[src/rtl/lane_steer_pkg.sv]
// Package of constants and carrier types for the external data lane steering block.
package lane_steer_pkg;

    // ------------------------------------------------------------
    // Reset values
    // ------------------------------------------------------------
    localparam logic [7:0] PORT_DIR_RST = 8'h00;
    localparam logic [7:0] PORT_OUT_RST = 8'h00;
    localparam logic [15:0] DATA_RST = 16'h0000;

    // ------------------------------------------------------------
    // Carrier types
    // ------------------------------------------------------------
    typedef struct packed {
        logic valid;
        logic write;
        logic external;
        logic muxed;
        logic strobe_n;
        logic addr_odd;
        logic [7:0] low_addr;
        logic [15:0] wdata;
    } cycle_s;

    typedef struct packed {
        logic [7:0] out;
        logic [7:0] oe;
    } pin_drive_s;

    typedef struct packed {
        logic [7:0] low_sync1;
        logic [7:0] low_sync2;
        logic [7:0] high_sync1;
        logic [7:0] high_sync2;
        logic width8_sync1;
        logic width8_sync2;
        pin_drive_s low_port;
        pin_drive_s high_port;
        logic [15:0] rdata;
        logic rvalid;
        logic [7:0] gpio_low_in;
        logic [7:0] gpio_high_in;
    } steer_state_s;

endpackage : lane_steer_pkg

[src/rtl/lane_steer.sv]
// Data lane steering between the internal 16-bit bus and the two external data ports.
`timescale 1ns/1ps
module lane_steer (
    input wire logic clk_sys,
    input wire logic rstn,
    input wire logic expansion_mode,
    input wire logic bus_width8_pin,
    input wire lane_steer_pkg::cycle_s cyc,
    input wire lane_steer_pkg::pin_drive_s gpio_low,
    input wire lane_steer_pkg::pin_drive_s gpio_high,
    input wire logic [7:0] low_data_port_in,
    input wire logic [7:0] high_data_port_in,
    output logic [7:0] low_data_port_out,
    output logic [7:0] low_data_port_oe,
    output logic [7:0] high_data_port_out,
    output logic [7:0] high_data_port_oe,
    output logic [15:0] rdata,
    output logic rvalid,
    output logic [7:0] gpio_low_in,
    output logic [7:0] gpio_high_in
);

    lane_steer_pkg::steer_state_s st;
    lane_steer_pkg::steer_state_s next_st;

    // ------------------------------------------------------------
    // Next state
    // ------------------------------------------------------------
    always_comb begin
        logic w8;
        logic [7:0] lo_pins;
        logic [7:0] hi_pins;
        w8 = st.width8_sync2;
        lo_pins = st.low_sync2;
        hi_pins = st.high_sync2;
        next_st = st;
        next_st.low_sync1 = low_data_port_in;
        next_st.low_sync2 = st.low_sync1;
        next_st.high_sync1 = high_data_port_in;
        next_st.high_sync2 = st.high_sync1;
        next_st.width8_sync1 = bus_width8_pin;
        next_st.width8_sync2 = st.width8_sync1;
        next_st.gpio_low_in = lo_pins;
        next_st.gpio_high_in = hi_pins;
        next_st.rvalid = 1'b0;
        next_st.low_port = gpio_low;
        next_st.high_port = gpio_high;
        if (expansion_mode) begin
            next_st.low_port = '{out: 8'h00, oe: 8'h00};
            if (w8) begin
                next_st.high_port = gpio_high;
            end else begin
                next_st.high_port = '{out: 8'h00, oe: 8'h00};
            end
            if (cyc.valid && cyc.write) begin
                if (!w8) begin
                    next_st.low_port = '{out: cyc.wdata[7:0], oe: 8'hFF};
                    next_st.high_port = '{out: cyc.wdata[15:8], oe: 8'hFF};
                end else if (cyc.external && cyc.muxed && cyc.strobe_n) begin
                    next_st.low_port = '{out: cyc.low_addr, oe: 8'hFF};
                end else begin
                    next_st.low_port = '{out: cyc.addr_odd ? cyc.wdata[15:8] : cyc.wdata[7:0], oe: 8'hFF};
                end
            end else if (cyc.valid && cyc.external) begin
                if (w8 && cyc.muxed && cyc.strobe_n) begin
                    next_st.low_port = '{out: cyc.low_addr, oe: 8'hFF};
                end else begin
                    next_st.rvalid = 1'b1;
                    next_st.rdata = st.rdata;
                    if (!w8) begin
                        next_st.rdata[7:0] = lo_pins;
                        if (cyc.addr_odd) begin
                            next_st.rdata[15:8] = hi_pins;
                        end
                    end else if (cyc.addr_odd) begin
                        next_st.rdata[15:8] = lo_pins;
                    end else begin
                        next_st.rdata[7:0] = lo_pins;
                    end
                end
            end
            // Internal reads leave both ports undriven in 16-bit mode.
        end
    end

    // ------------------------------------------------------------
    // State register
    // ------------------------------------------------------------
    always_ff @(posedge clk_sys) begin
        if (!rstn) begin
            st <= '0;
            st.low_port <= '{out: lane_steer_pkg::PORT_OUT_RST, oe: lane_steer_pkg::PORT_DIR_RST};
            st.high_port <= '{out: lane_steer_pkg::PORT_OUT_RST, oe: lane_steer_pkg::PORT_DIR_RST};
            st.rdata <= lane_steer_pkg::DATA_RST;
        end else begin
            st <= next_st;
        end
    end

    assign low_data_port_out = st.low_port.out;
    assign low_data_port_oe = st.low_port.oe;
    assign high_data_port_out = st.high_port.out;
    assign high_data_port_oe = st.high_port.oe;
    assign rdata = st.rdata;
    assign rvalid = st.rvalid;
    assign gpio_low_in = st.gpio_low_in;
    assign gpio_high_in = st.gpio_high_in;

    // ------------------------------------------------------------
    // Checks
    // ------------------------------------------------------------
    property p_single_chip;
        @(posedge clk_sys) disable iff (!rstn)
        !expansion_mode ##1 rstn |-> low_data_port_oe == $past(gpio_low.oe);
    endproperty
    a_single_chip: assert property (p_single_chip) else $error("Low port direction not from port control.");

    property p_ext_read16;
        @(posedge clk_sys) disable iff (!rstn)
        expansion_mode && cyc.valid && !cyc.write && cyc.external && !st.width8_sync2
            |=> rvalid && rdata[7:0] == $past(st.low_sync2);
    endproperty
    a_ext_read16: assert property (p_ext_read16) else $error("16-bit read low lane wrong.");

    property p_int_read;
        @(posedge clk_sys) disable iff (!rstn)
        expansion_mode && cyc.valid && !cyc.write && !cyc.external && !st.width8_sync2
            |=> low_data_port_oe == 8'h00 && high_data_port_oe == 8'h00;
    endproperty
    a_int_read: assert property (p_int_read) else $error("Data pins driven on internal read.");

    property p_write16;
        @(posedge clk_sys) disable iff (!rstn)
        expansion_mode && cyc.valid && cyc.write && !st.width8_sync2
            |=> low_data_port_out == $past(cyc.wdata[7:0]) && high_data_port_out == $past(cyc.wdata[15:8]);
    endproperty
    a_write16: assert property (p_write16) else $error("16-bit write lanes wrong.");

    property p_write_oe;
        @(posedge clk_sys) disable iff (!rstn)
        expansion_mode && cyc.valid && cyc.write |=> low_data_port_oe == 8'hFF;
    endproperty
    a_write_oe: assert property (p_write_oe) else $error("Write not driving low port.");

    property p_write8;
        @(posedge clk_sys) disable iff (!rstn)
        expansion_mode && cyc.valid && cyc.write && st.width8_sync2 && !cyc.muxed && cyc.addr_odd
            |=> low_data_port_out == $past(cyc.wdata[15:8]);
    endproperty
    a_write8: assert property (p_write8) else $error("8-bit odd write lane wrong.");

    property p_muxed_addr;
        @(posedge clk_sys) disable iff (!rstn)
        expansion_mode && cyc.valid && cyc.external && st.width8_sync2 && cyc.muxed && cyc.strobe_n
            |=> low_data_port_out == $past(cyc.low_addr) && !rvalid;
    endproperty
    a_muxed_addr: assert property (p_muxed_addr) else $error("Muxed address phase wrong.");

    property p_read8_odd;
        @(posedge clk_sys) disable iff (!rstn)
        expansion_mode && cyc.valid && !cyc.write && cyc.external && st.width8_sync2 && !cyc.muxed && cyc.addr_odd
            |=> rvalid && rdata[15:8] == $past(st.low_sync2) && rdata[7:0] == $past(rdata[7:0]);
    endproperty
    a_read8_odd: assert property (p_read8_odd) else $error("8-bit odd read lane wrong.");

    property p_high_gpio;
        @(posedge clk_sys) disable iff (!rstn)
        expansion_mode && st.width8_sync2 |=> high_data_port_oe == $past(gpio_high.oe);
    endproperty
    a_high_gpio: assert property (p_high_gpio) else $error("High port not general I/O in 8-bit mode.");

    // ------------------------------------------------------------
    // Further lane checks
    // ------------------------------------------------------------

    property p_write16_oe;
        @(posedge clk_sys) disable iff (!rstn)
        expansion_mode && cyc.valid && cyc.write && !st.width8_sync2
            |=> low_data_port_oe == 8'hFF && high_data_port_oe == 8'hFF;
    endproperty
    a_write16_oe: assert property (p_write16_oe) else $error("16-bit write not driving both ports.");

    property p_read16_high_odd;
        @(posedge clk_sys) disable iff (!rstn)
        expansion_mode && cyc.valid && !cyc.write && cyc.external && !st.width8_sync2 && cyc.addr_odd
            |=> rdata[15:8] == $past(st.high_sync2);
    endproperty
    a_read16_high_odd: assert property (p_read16_high_odd) else $error("16-bit odd read high lane wrong.");

    property p_read16_high_even;
        @(posedge clk_sys) disable iff (!rstn)
        expansion_mode && cyc.valid && !cyc.write && cyc.external && !st.width8_sync2 && !cyc.addr_odd
            |=> rdata[15:8] == $past(rdata[15:8]);
    endproperty
    a_read16_high_even: assert property (p_read16_high_even) else $error("16-bit even read changed high lane.");

    property p_read16_hiz;
        @(posedge clk_sys) disable iff (!rstn)
        expansion_mode && cyc.valid && !cyc.write && cyc.external && !st.width8_sync2
            |=> high_data_port_oe == 8'h00;
    endproperty
    a_read16_hiz: assert property (p_read16_hiz) else $error("High port driven on 16-bit read.");

    property p_write16_high;
        @(posedge clk_sys) disable iff (!rstn)
        expansion_mode && cyc.valid && cyc.write && !st.width8_sync2
            |=> high_data_port_out == $past(cyc.wdata[15:8]);
    endproperty
    a_write16_high: assert property (p_write16_high) else $error("16-bit write high lane wrong.");

    property p_int_write16;
        @(posedge clk_sys) disable iff (!rstn)
        expansion_mode && cyc.valid && cyc.write && !cyc.external && !st.width8_sync2
            |=> low_data_port_out == $past(cyc.wdata[7:0]);
    endproperty
    a_int_write16: assert property (p_int_write16) else $error("Internal write value not on pins.");

    property p_int_read8;
        @(posedge clk_sys) disable iff (!rstn)
        expansion_mode && cyc.valid && !cyc.write && !cyc.external && st.width8_sync2
            |=> low_data_port_oe == 8'h00;
    endproperty
    a_int_read8: assert property (p_int_read8) else $error("Low port driven on 8-bit internal read.");

    property p_read8_even;
        @(posedge clk_sys) disable iff (!rstn)
        expansion_mode && cyc.valid && !cyc.write && cyc.external && st.width8_sync2 && !cyc.muxed && !cyc.addr_odd
            |=> rvalid && rdata[7:0] == $past(st.low_sync2) && rdata[15:8] == $past(rdata[15:8]);
    endproperty
    a_read8_even: assert property (p_read8_even) else $error("8-bit even read lane wrong.");

    property p_write8_even;
        @(posedge clk_sys) disable iff (!rstn)
        expansion_mode && cyc.valid && cyc.write && st.width8_sync2 && !cyc.muxed && !cyc.addr_odd
            |=> low_data_port_out == $past(cyc.wdata[7:0]);
    endproperty
    a_write8_even: assert property (p_write8_even) else $error("8-bit even write lane wrong.");

    property p_muxed_data_rd;
        @(posedge clk_sys) disable iff (!rstn)
        expansion_mode && cyc.valid && !cyc.write && cyc.external && st.width8_sync2 && cyc.muxed && !cyc.strobe_n
            |=> rvalid && low_data_port_oe == 8'h00;
    endproperty
    a_muxed_data_rd: assert property (p_muxed_data_rd) else $error("Muxed read data phase wrong.");

    property p_muxed_data_wr;
        @(posedge clk_sys) disable iff (!rstn)
        expansion_mode && cyc.valid && cyc.write && st.width8_sync2 && cyc.muxed && !cyc.strobe_n && !cyc.addr_odd
            |=> low_data_port_out == $past(cyc.wdata[7:0]);
    endproperty
    a_muxed_data_wr: assert property (p_muxed_data_wr) else $error("Muxed write data phase wrong.");

    property p_muxed_addr_oe;
        @(posedge clk_sys) disable iff (!rstn)
        expansion_mode && cyc.valid && cyc.external && st.width8_sync2 && cyc.muxed && cyc.strobe_n
            |=> low_data_port_oe == 8'hFF;
    endproperty
    a_muxed_addr_oe: assert property (p_muxed_addr_oe) else $error("Muxed address not driven.");

    property p_high_gpio_out;
        @(posedge clk_sys) disable iff (!rstn)
        expansion_mode && st.width8_sync2
            |=> high_data_port_out == $past(gpio_high.out);
    endproperty
    a_high_gpio_out: assert property (p_high_gpio_out) else $error("High port value not from port logic.");

    property p_single_high;
        @(posedge clk_sys) disable iff (!rstn)
        !expansion_mode
            |=> high_data_port_oe == $past(gpio_high.oe) && high_data_port_out == $past(gpio_high.out);
    endproperty
    a_single_high: assert property (p_single_high) else $error("High port not plain I/O in single-chip mode.");

    property p_single_low_out;
        @(posedge clk_sys) disable iff (!rstn)
        !expansion_mode
            |=> low_data_port_out == $past(gpio_low.out);
    endproperty
    a_single_low_out: assert property (p_single_low_out) else $error("Low port value not from port logic.");

    property p_gpio_in;
        @(posedge clk_sys) disable iff (!rstn)
        1'b1
            |=> gpio_low_in == $past(st.low_sync2) && gpio_high_in == $past(st.high_sync2);
    endproperty
    a_gpio_in: assert property (p_gpio_in) else $error("Port input levels not passed on.");

    property p_rvalid_only_read;
        @(posedge clk_sys) disable iff (!rstn)
        !(expansion_mode && cyc.valid && !cyc.write && cyc.external)
            |=> !rvalid;
    endproperty
    a_rvalid_only_read: assert property (p_rvalid_only_read) else $error("Read strobe without external read.");

    property p_idle16_hiz;
        @(posedge clk_sys) disable iff (!rstn)
        expansion_mode && !cyc.valid && !st.width8_sync2
            |=> low_data_port_oe == 8'h00 && high_data_port_oe == 8'h00;
    endproperty
    a_idle16_hiz: assert property (p_idle16_hiz) else $error("Data pins driven while idle.");

endmodule : lane_steer

[config.mk]
export PLATFORM = sky130hd
export DESIGN_NAME = lane_steer
export DESIGN_NICKNAME = d
export VERILOG_FILES = /design/src/rtl/lane_steer_pkg.sv /design/src/rtl/lane_steer.sv
export SDC_FILE = /design/constraint.sdc
export NUM_CORES = 1
export LEC_CHECK = 0
export BUFFER_PORTS_ARGS = -buffer_cell sky130_fd_sc_hd__buf_2
export CORE_MARGIN = 3
export CORE_UTILIZATION = 45
export DETAILED_ROUTE_END_ITERATION = 16
export GPL_ROUTABILITY_DRIVEN = 0
export GPL_TIMING_DRIVEN = 0
export HOLD_SLACK_MARGIN = 0.15
export PLACE_DENSITY = 0.83
export SETUP_SLACK_MARGIN = 0.5
export SLEW_MARGIN = 20
export SYNTH_ARGS = -nofsm -noshare
export SYNTH_HDL_FRONTEND = slang
export SYNTH_SLANG_ARGS = --single-unit
[constraint.sdc]
create_clock -name clk_sys -period 1.8 [get_ports clk_sys]
set_clock_uncertainty 0.05 [all_clocks]
set_input_delay 0.27 -clock clk_sys [delete_from_list [all_inputs] [get_ports clk_sys]]
set_output_delay 0.27 -clock clk_sys [all_outputs]
set_load 0.03 [all_outputs]
---- Yosys cells after proc, flatten, opt, wreduce, memory -nomap -nowiden ----
Cells that the tools add are included.
storage, ports and cells
  word-level logic and storage cells ...... 47
  input port bits ......................... 82
  bits in registers ....................... 99
  output and inout port bits .............. 65
operators by class
  reductions and logical operators ........ 9
  multiplexer cells ....................... 17
  bitwise logic cells ..................... 5
  eq/ne operators ......................... 1
operators by type and width
  operator                              number
  16-bit two-way mux                    9
  17-bit two-way mux                    3
  49-bit two-way mux                    1
  8-bit two-way mux                     4
  5-bit AND reduction                   2
  1-bit logical AND                     6
  1-bit inverter                        5
  4-bit OR reduction                    1
  2-bit != test, second input constant  1

---- Longest topological paths before layout ----
  word-level depth ........................ 6
  depth in mapped cells ................... 6
  mapped depth without buffers ............ 3

---- Least setup slack after synthesis ----
No wires, ideal clock.
  path kind ............................... input-to-reg
  start ................................... input expansion_mode
  end ..................................... register rdata[10] (netlist name)
  path buffers ............................ 2
  setup slack ............................. 513 ps
  stages on the path ...................... 5
  library setup time ...................... 119 ps
  data arrival time ....................... 1119 ps
  required time ........................... 1631 ps
  cell sequence ........................... buf_4 > nand4b_4 > or2_0 > buf_2 > o221a_2
between the ends
  word-level cells in the longest chain between the ends .. 1
RTL lines
  element                        line             text
  from (decl)                    lane_steer.sv:6  input wire logic expansion_mode,
  5-bit AND reduction (no line)  -
No other way between the ends.
A chain may end at the register's enable or synchronous reset.

---- Worst setup path after layout ----
  start ................................... register st[65] (netlist bit)
  end ..................................... register rdata[15] (netlist name)
between the ends
  word-level cells in the longest chain between the ends .. 4
  elaborated cells on any way between the ends .. 5
RTL lines
  element                          line              text
  from (decl)                      lane_steer.sv:23  lane_steer_pkg::steer_state_s st;
  from (signal assigned)           lane_steer.sv:96  st <= next_st;
  1-bit logical AND (2 in series)  lane_steer.sv:65  if (w8 && cyc.muxed && cyc.strobe_n) begin
  1-bit inverter (no line)         -
  5-bit AND reduction (no line)    -
Several ways; a longest one is shown, not always the timed one.

==> impl_results.rst <==
.. list-table::
   :header-rows: 1

   * - Metric
     - Value
   * - Outcome
     - completed
   * - Achievable Freq
     - 764.8 MHz
   * - Syn Area/Cell
     - between 10 and 15 um^2
   * - Pwr Total
     - about 4.5 mW
   * - Max-slew violations
     - 0
   * - Clock-pin transition on the worst setup and hold timing paths
     - approximately 0.10 ns
   * - Leading register cell type out of synthesis
     - dfxtp_1
   * - Detail-routed net length per standard cell
     - approximately 16 um
   * - Setup repair after global routing missed its margin
     - yes
   * - Num Clock Sinks
     - 99
   * - Routed vias
     - 3,458
   * - Arrival time worst endpoint
     - approximately 1.5 ns
   * - Ratio of cells with drive above 1 in the final layout
     - roughly 50%
   * - Data required time of the critical path
     - 1.99 ns
   * - Sequential fraction of the synthesis area
     - roughly half
   * - Met3 wire len
     - roughly 660 um
   * - Hold crit path type
     - primary input to register
   * - Clock tree root buffer cell
     - clkbuf_8
   * - Cell variety after synth
     - 32
   * - Post-Synthesis Cell Area
     - roughly 4000 um^2
   * - Final critical delay including setup and external delays
     - about 1.3 ns
   * - Reg2reg setup slack
     - between 0.4 and 0.5 ns
   * - Ratio of routed vias to standard cells
     - between 4 and 5
   * - Vias in the first global route
     - between 3,000 and 4,000
   * - Die Width
     - 99.93 um
   * - Area inside the core boundary
     - ~8400 um^2
   * - Final clock period utilization by the worst path
     - 72.64%
   * - Critical Path Start Type
     - register
   * - First-pass DRT Iterations
     - 10
   * - Standard-cell row count
     - 33
   * - Leftover overflow at the end of global routing
     - 0
   * - Worst slack, placed
     - between 0.3 and 0.4 ns
   * - Total met2 wirelength after detailed routing
     - between 5000 and 6000 um
   * - Worst Tran Pin Value
     - ~0.5 ns
   * - Iteration-0 DRC count of the detailed router
     - 126
   * - Filler instances
     - approximately 610
   * - Maximum clock insertion buffer count
     - 2
   * - TritonCTS clock tree
     - done
   * - Final count of hold timing violations
     - 0
   * - Summed area of non-filler cells in the final layout
     - about 6000 um^2
   * - Top-level I/O count
     - approximately 150
   * - Area of the die
     - between 9000 and 10,000 um^2
   * - Count of flip-flops with a built-in enable after synthesis
     - 0
   * - Half-perimeter wire length after detailed placement
     - approximately 7000 um
   * - Category of the most critical setup path
     - register to register
   * - CTS buffer count
     - 9
   * - Placed inst area
     - 4817 um^2
   * - Area used by multi-input combinational logic
     - approximately 1400 um^2
   * - Vertical die dimension
     - between 90 and 100 um
   * - Final setup TNS
     - 0 ns
   * - Residual antenna-violating net count after detailed routing
     - 0
   * - Global-route usage over all layers
     - between 20% and 30%
   * - Initial core utilization
     - approximately 47%
   * - Global-route wire length before repair
     - approximately 16,000 um
   * - Area delta synth->final
     - 51.24%
   * - YS warnings
     - 0
   * - Area used by sequential logic in the layout
     - slightly above 2000 um^2
   * - Nets@finish
     - roughly 690
   * - Initial antenna violation count
     - 0
   * - Leading cell type in the layout, fill and taps excluded
     - buf_4
   * - Most frequent cells in the layout
     - buf_4 (99), buf_2 (89), dfxtp_1 (66)
   * - Leak Pwr
     - approximately 3.0 nW
   * - CTS HTree Levels
     - 3
   * - Count of port buffers added during placement
     - 143
   * - Post-route met1 wirelength
     - between 4000 and 5000 um
   * - Gate count of the mapped netlist
     - between 300 and 400
   * - Detailed-route DRC error count
     - 0
   * - Top layer reached by signal wires
     - met4
   * - Nature of the critical path endpoint
     - register
   * - Power per standard cell area
     - between 700 and 800 nW/um^2
   * - IR Drop Worst-Case VDD
     - about 0.0004 V
   * - Pin count of the biggest net entering global routing
     - 18
   * - Setup violation total in the final timing report
     - 0
   * - Yosys reg bits
     - 99
   * - Max-cap violations
     - 0
   * - Proportion of synthesized flip-flops having asynchronous set or reset
     - 0%
   * - Clock latency on the worst-skew pair
     - about 0.36 ns
   * - Post-Synthesis Net Count
     - 479
   * - Final WL
     - between 10,000 and 15,000 um
   * - Worst rel slew slack
     - around 66%
   * - Critical path fanouts, max
     - 6
   * - Min setup slack post-route
     - 0.4924 ns
-- sequential cells by signal, summed over array words and instances (netlist names), 8 cells and up --
register,flops
next_st,33
rdata,16
gpio_high_in,8
gpio_low_in,8
high_data_port_oe,8
high_data_port_out,8
low_data_port_oe,8
low_data_port_out,8
-- worst max-delay path: stages, from the launching register on --
cell	delay [ns]
dfxtp_4	0.37
and3_4	0.18
or2_4	0.24
buf_6	0.13
o221a_2	0.21
-- power breakdown --
part	internal, mW	switching [mW]	leakage (nW)
Combinational	0.400	0.381	2.05
Clock	0.562	0.792	0.0885
Sequential	2.29	0.0357	0.829
Total	3.25	1.21	2.96
-- worst paths after layout --
check | to | startpoint | cells after the start
setup / recovery | rdata[15] | st[65] | 4
hold / removal | low_data_port_oe[3] | gpio_low[3] | 3
setup reg to reg | rdata[15] | st[65] | 4
hold reg to reg | next_st[0] | next_st[67] | 1
-- cell usage after synthesis (2+ instances only) --
cell	n	area share, %
nor3_1	8	1.0
nand2_1	33	3.1
a22oi_1	8	1.5
mux2i_1	24	6.1
o21a_1	8	1.5
inv_1	17	1.6
buf_2	5	0.63
and2_1	42	6.6
buf_4	68	13
o221a_2	15	4.3
nor2b_1	8	1.3
and3_1	2	0.32
a21oi_1	8	1.0
o221ai_1	8	1.8
nor2_1	17	1.6
dfxtp_1	99	50
clkbuf_1	12	1.1
-- layer usage --
| layer | vias up | track usage (%) |
|---|---|---|
| met3 | 42 | 3.336 |
| li1 | 1679 | - |
| met2 | 147 | 35.97 |
| met5 | - | 0 |
| met1 | 1590 | 22.77 |
| met4 | 0 | 13.34 |
-- area by class of cell --
| type | instances | area share, % |
|---|---|---|
| Tap cell | 105 | 2.188 |
| Multi-Input combinational cell | 193 | 23.69 |
| Timing Repair Buffer | 201 | 25.65 |
| Buffer | 88 | 10.44 |
| Sequential cell | 99 | 33.74 |
| Antenna cell | 2 | 0.08335 |
| Inverter | 18 | 1.125 |
| Clock buffer | 11 | 2.355 |
| Clock inverter | 5 | 0.7293 |
-- metrics by stage --
step | instances | hold slack (ns) | utilization [%]
floorplan | 397 | 0.3473 | -
global placement | 645 | 0.3636 | 57.47
detailed placement | 645 | 0.3684 | 57.47
CTS | 710 | 0.1517 | 66.89
global route | 720 | 0.1749 | 71.58
finish | 722 | 0.1687 | 71.64
-- kinds of logic after synthesis --
family	share of synthesized area, %
muxes	6.051
buffers and inverters	16.83
DFF	49.92
AOI/OAI and AO/OA	10.78
and+or+nand+nor	16.42
-- timing repair --
item / in CTS / in global routing
pin swaps: 0 / 3
hold endpoints to repair: 40 / 1
buffers inserted: 1 / 7
hold buffers: 48 / 1
gates cloned: 0 / 2
resized for setup: 43 / 145
endpoints found under the setup margin: 62 / 87
(Power assumes the default switching activity.)
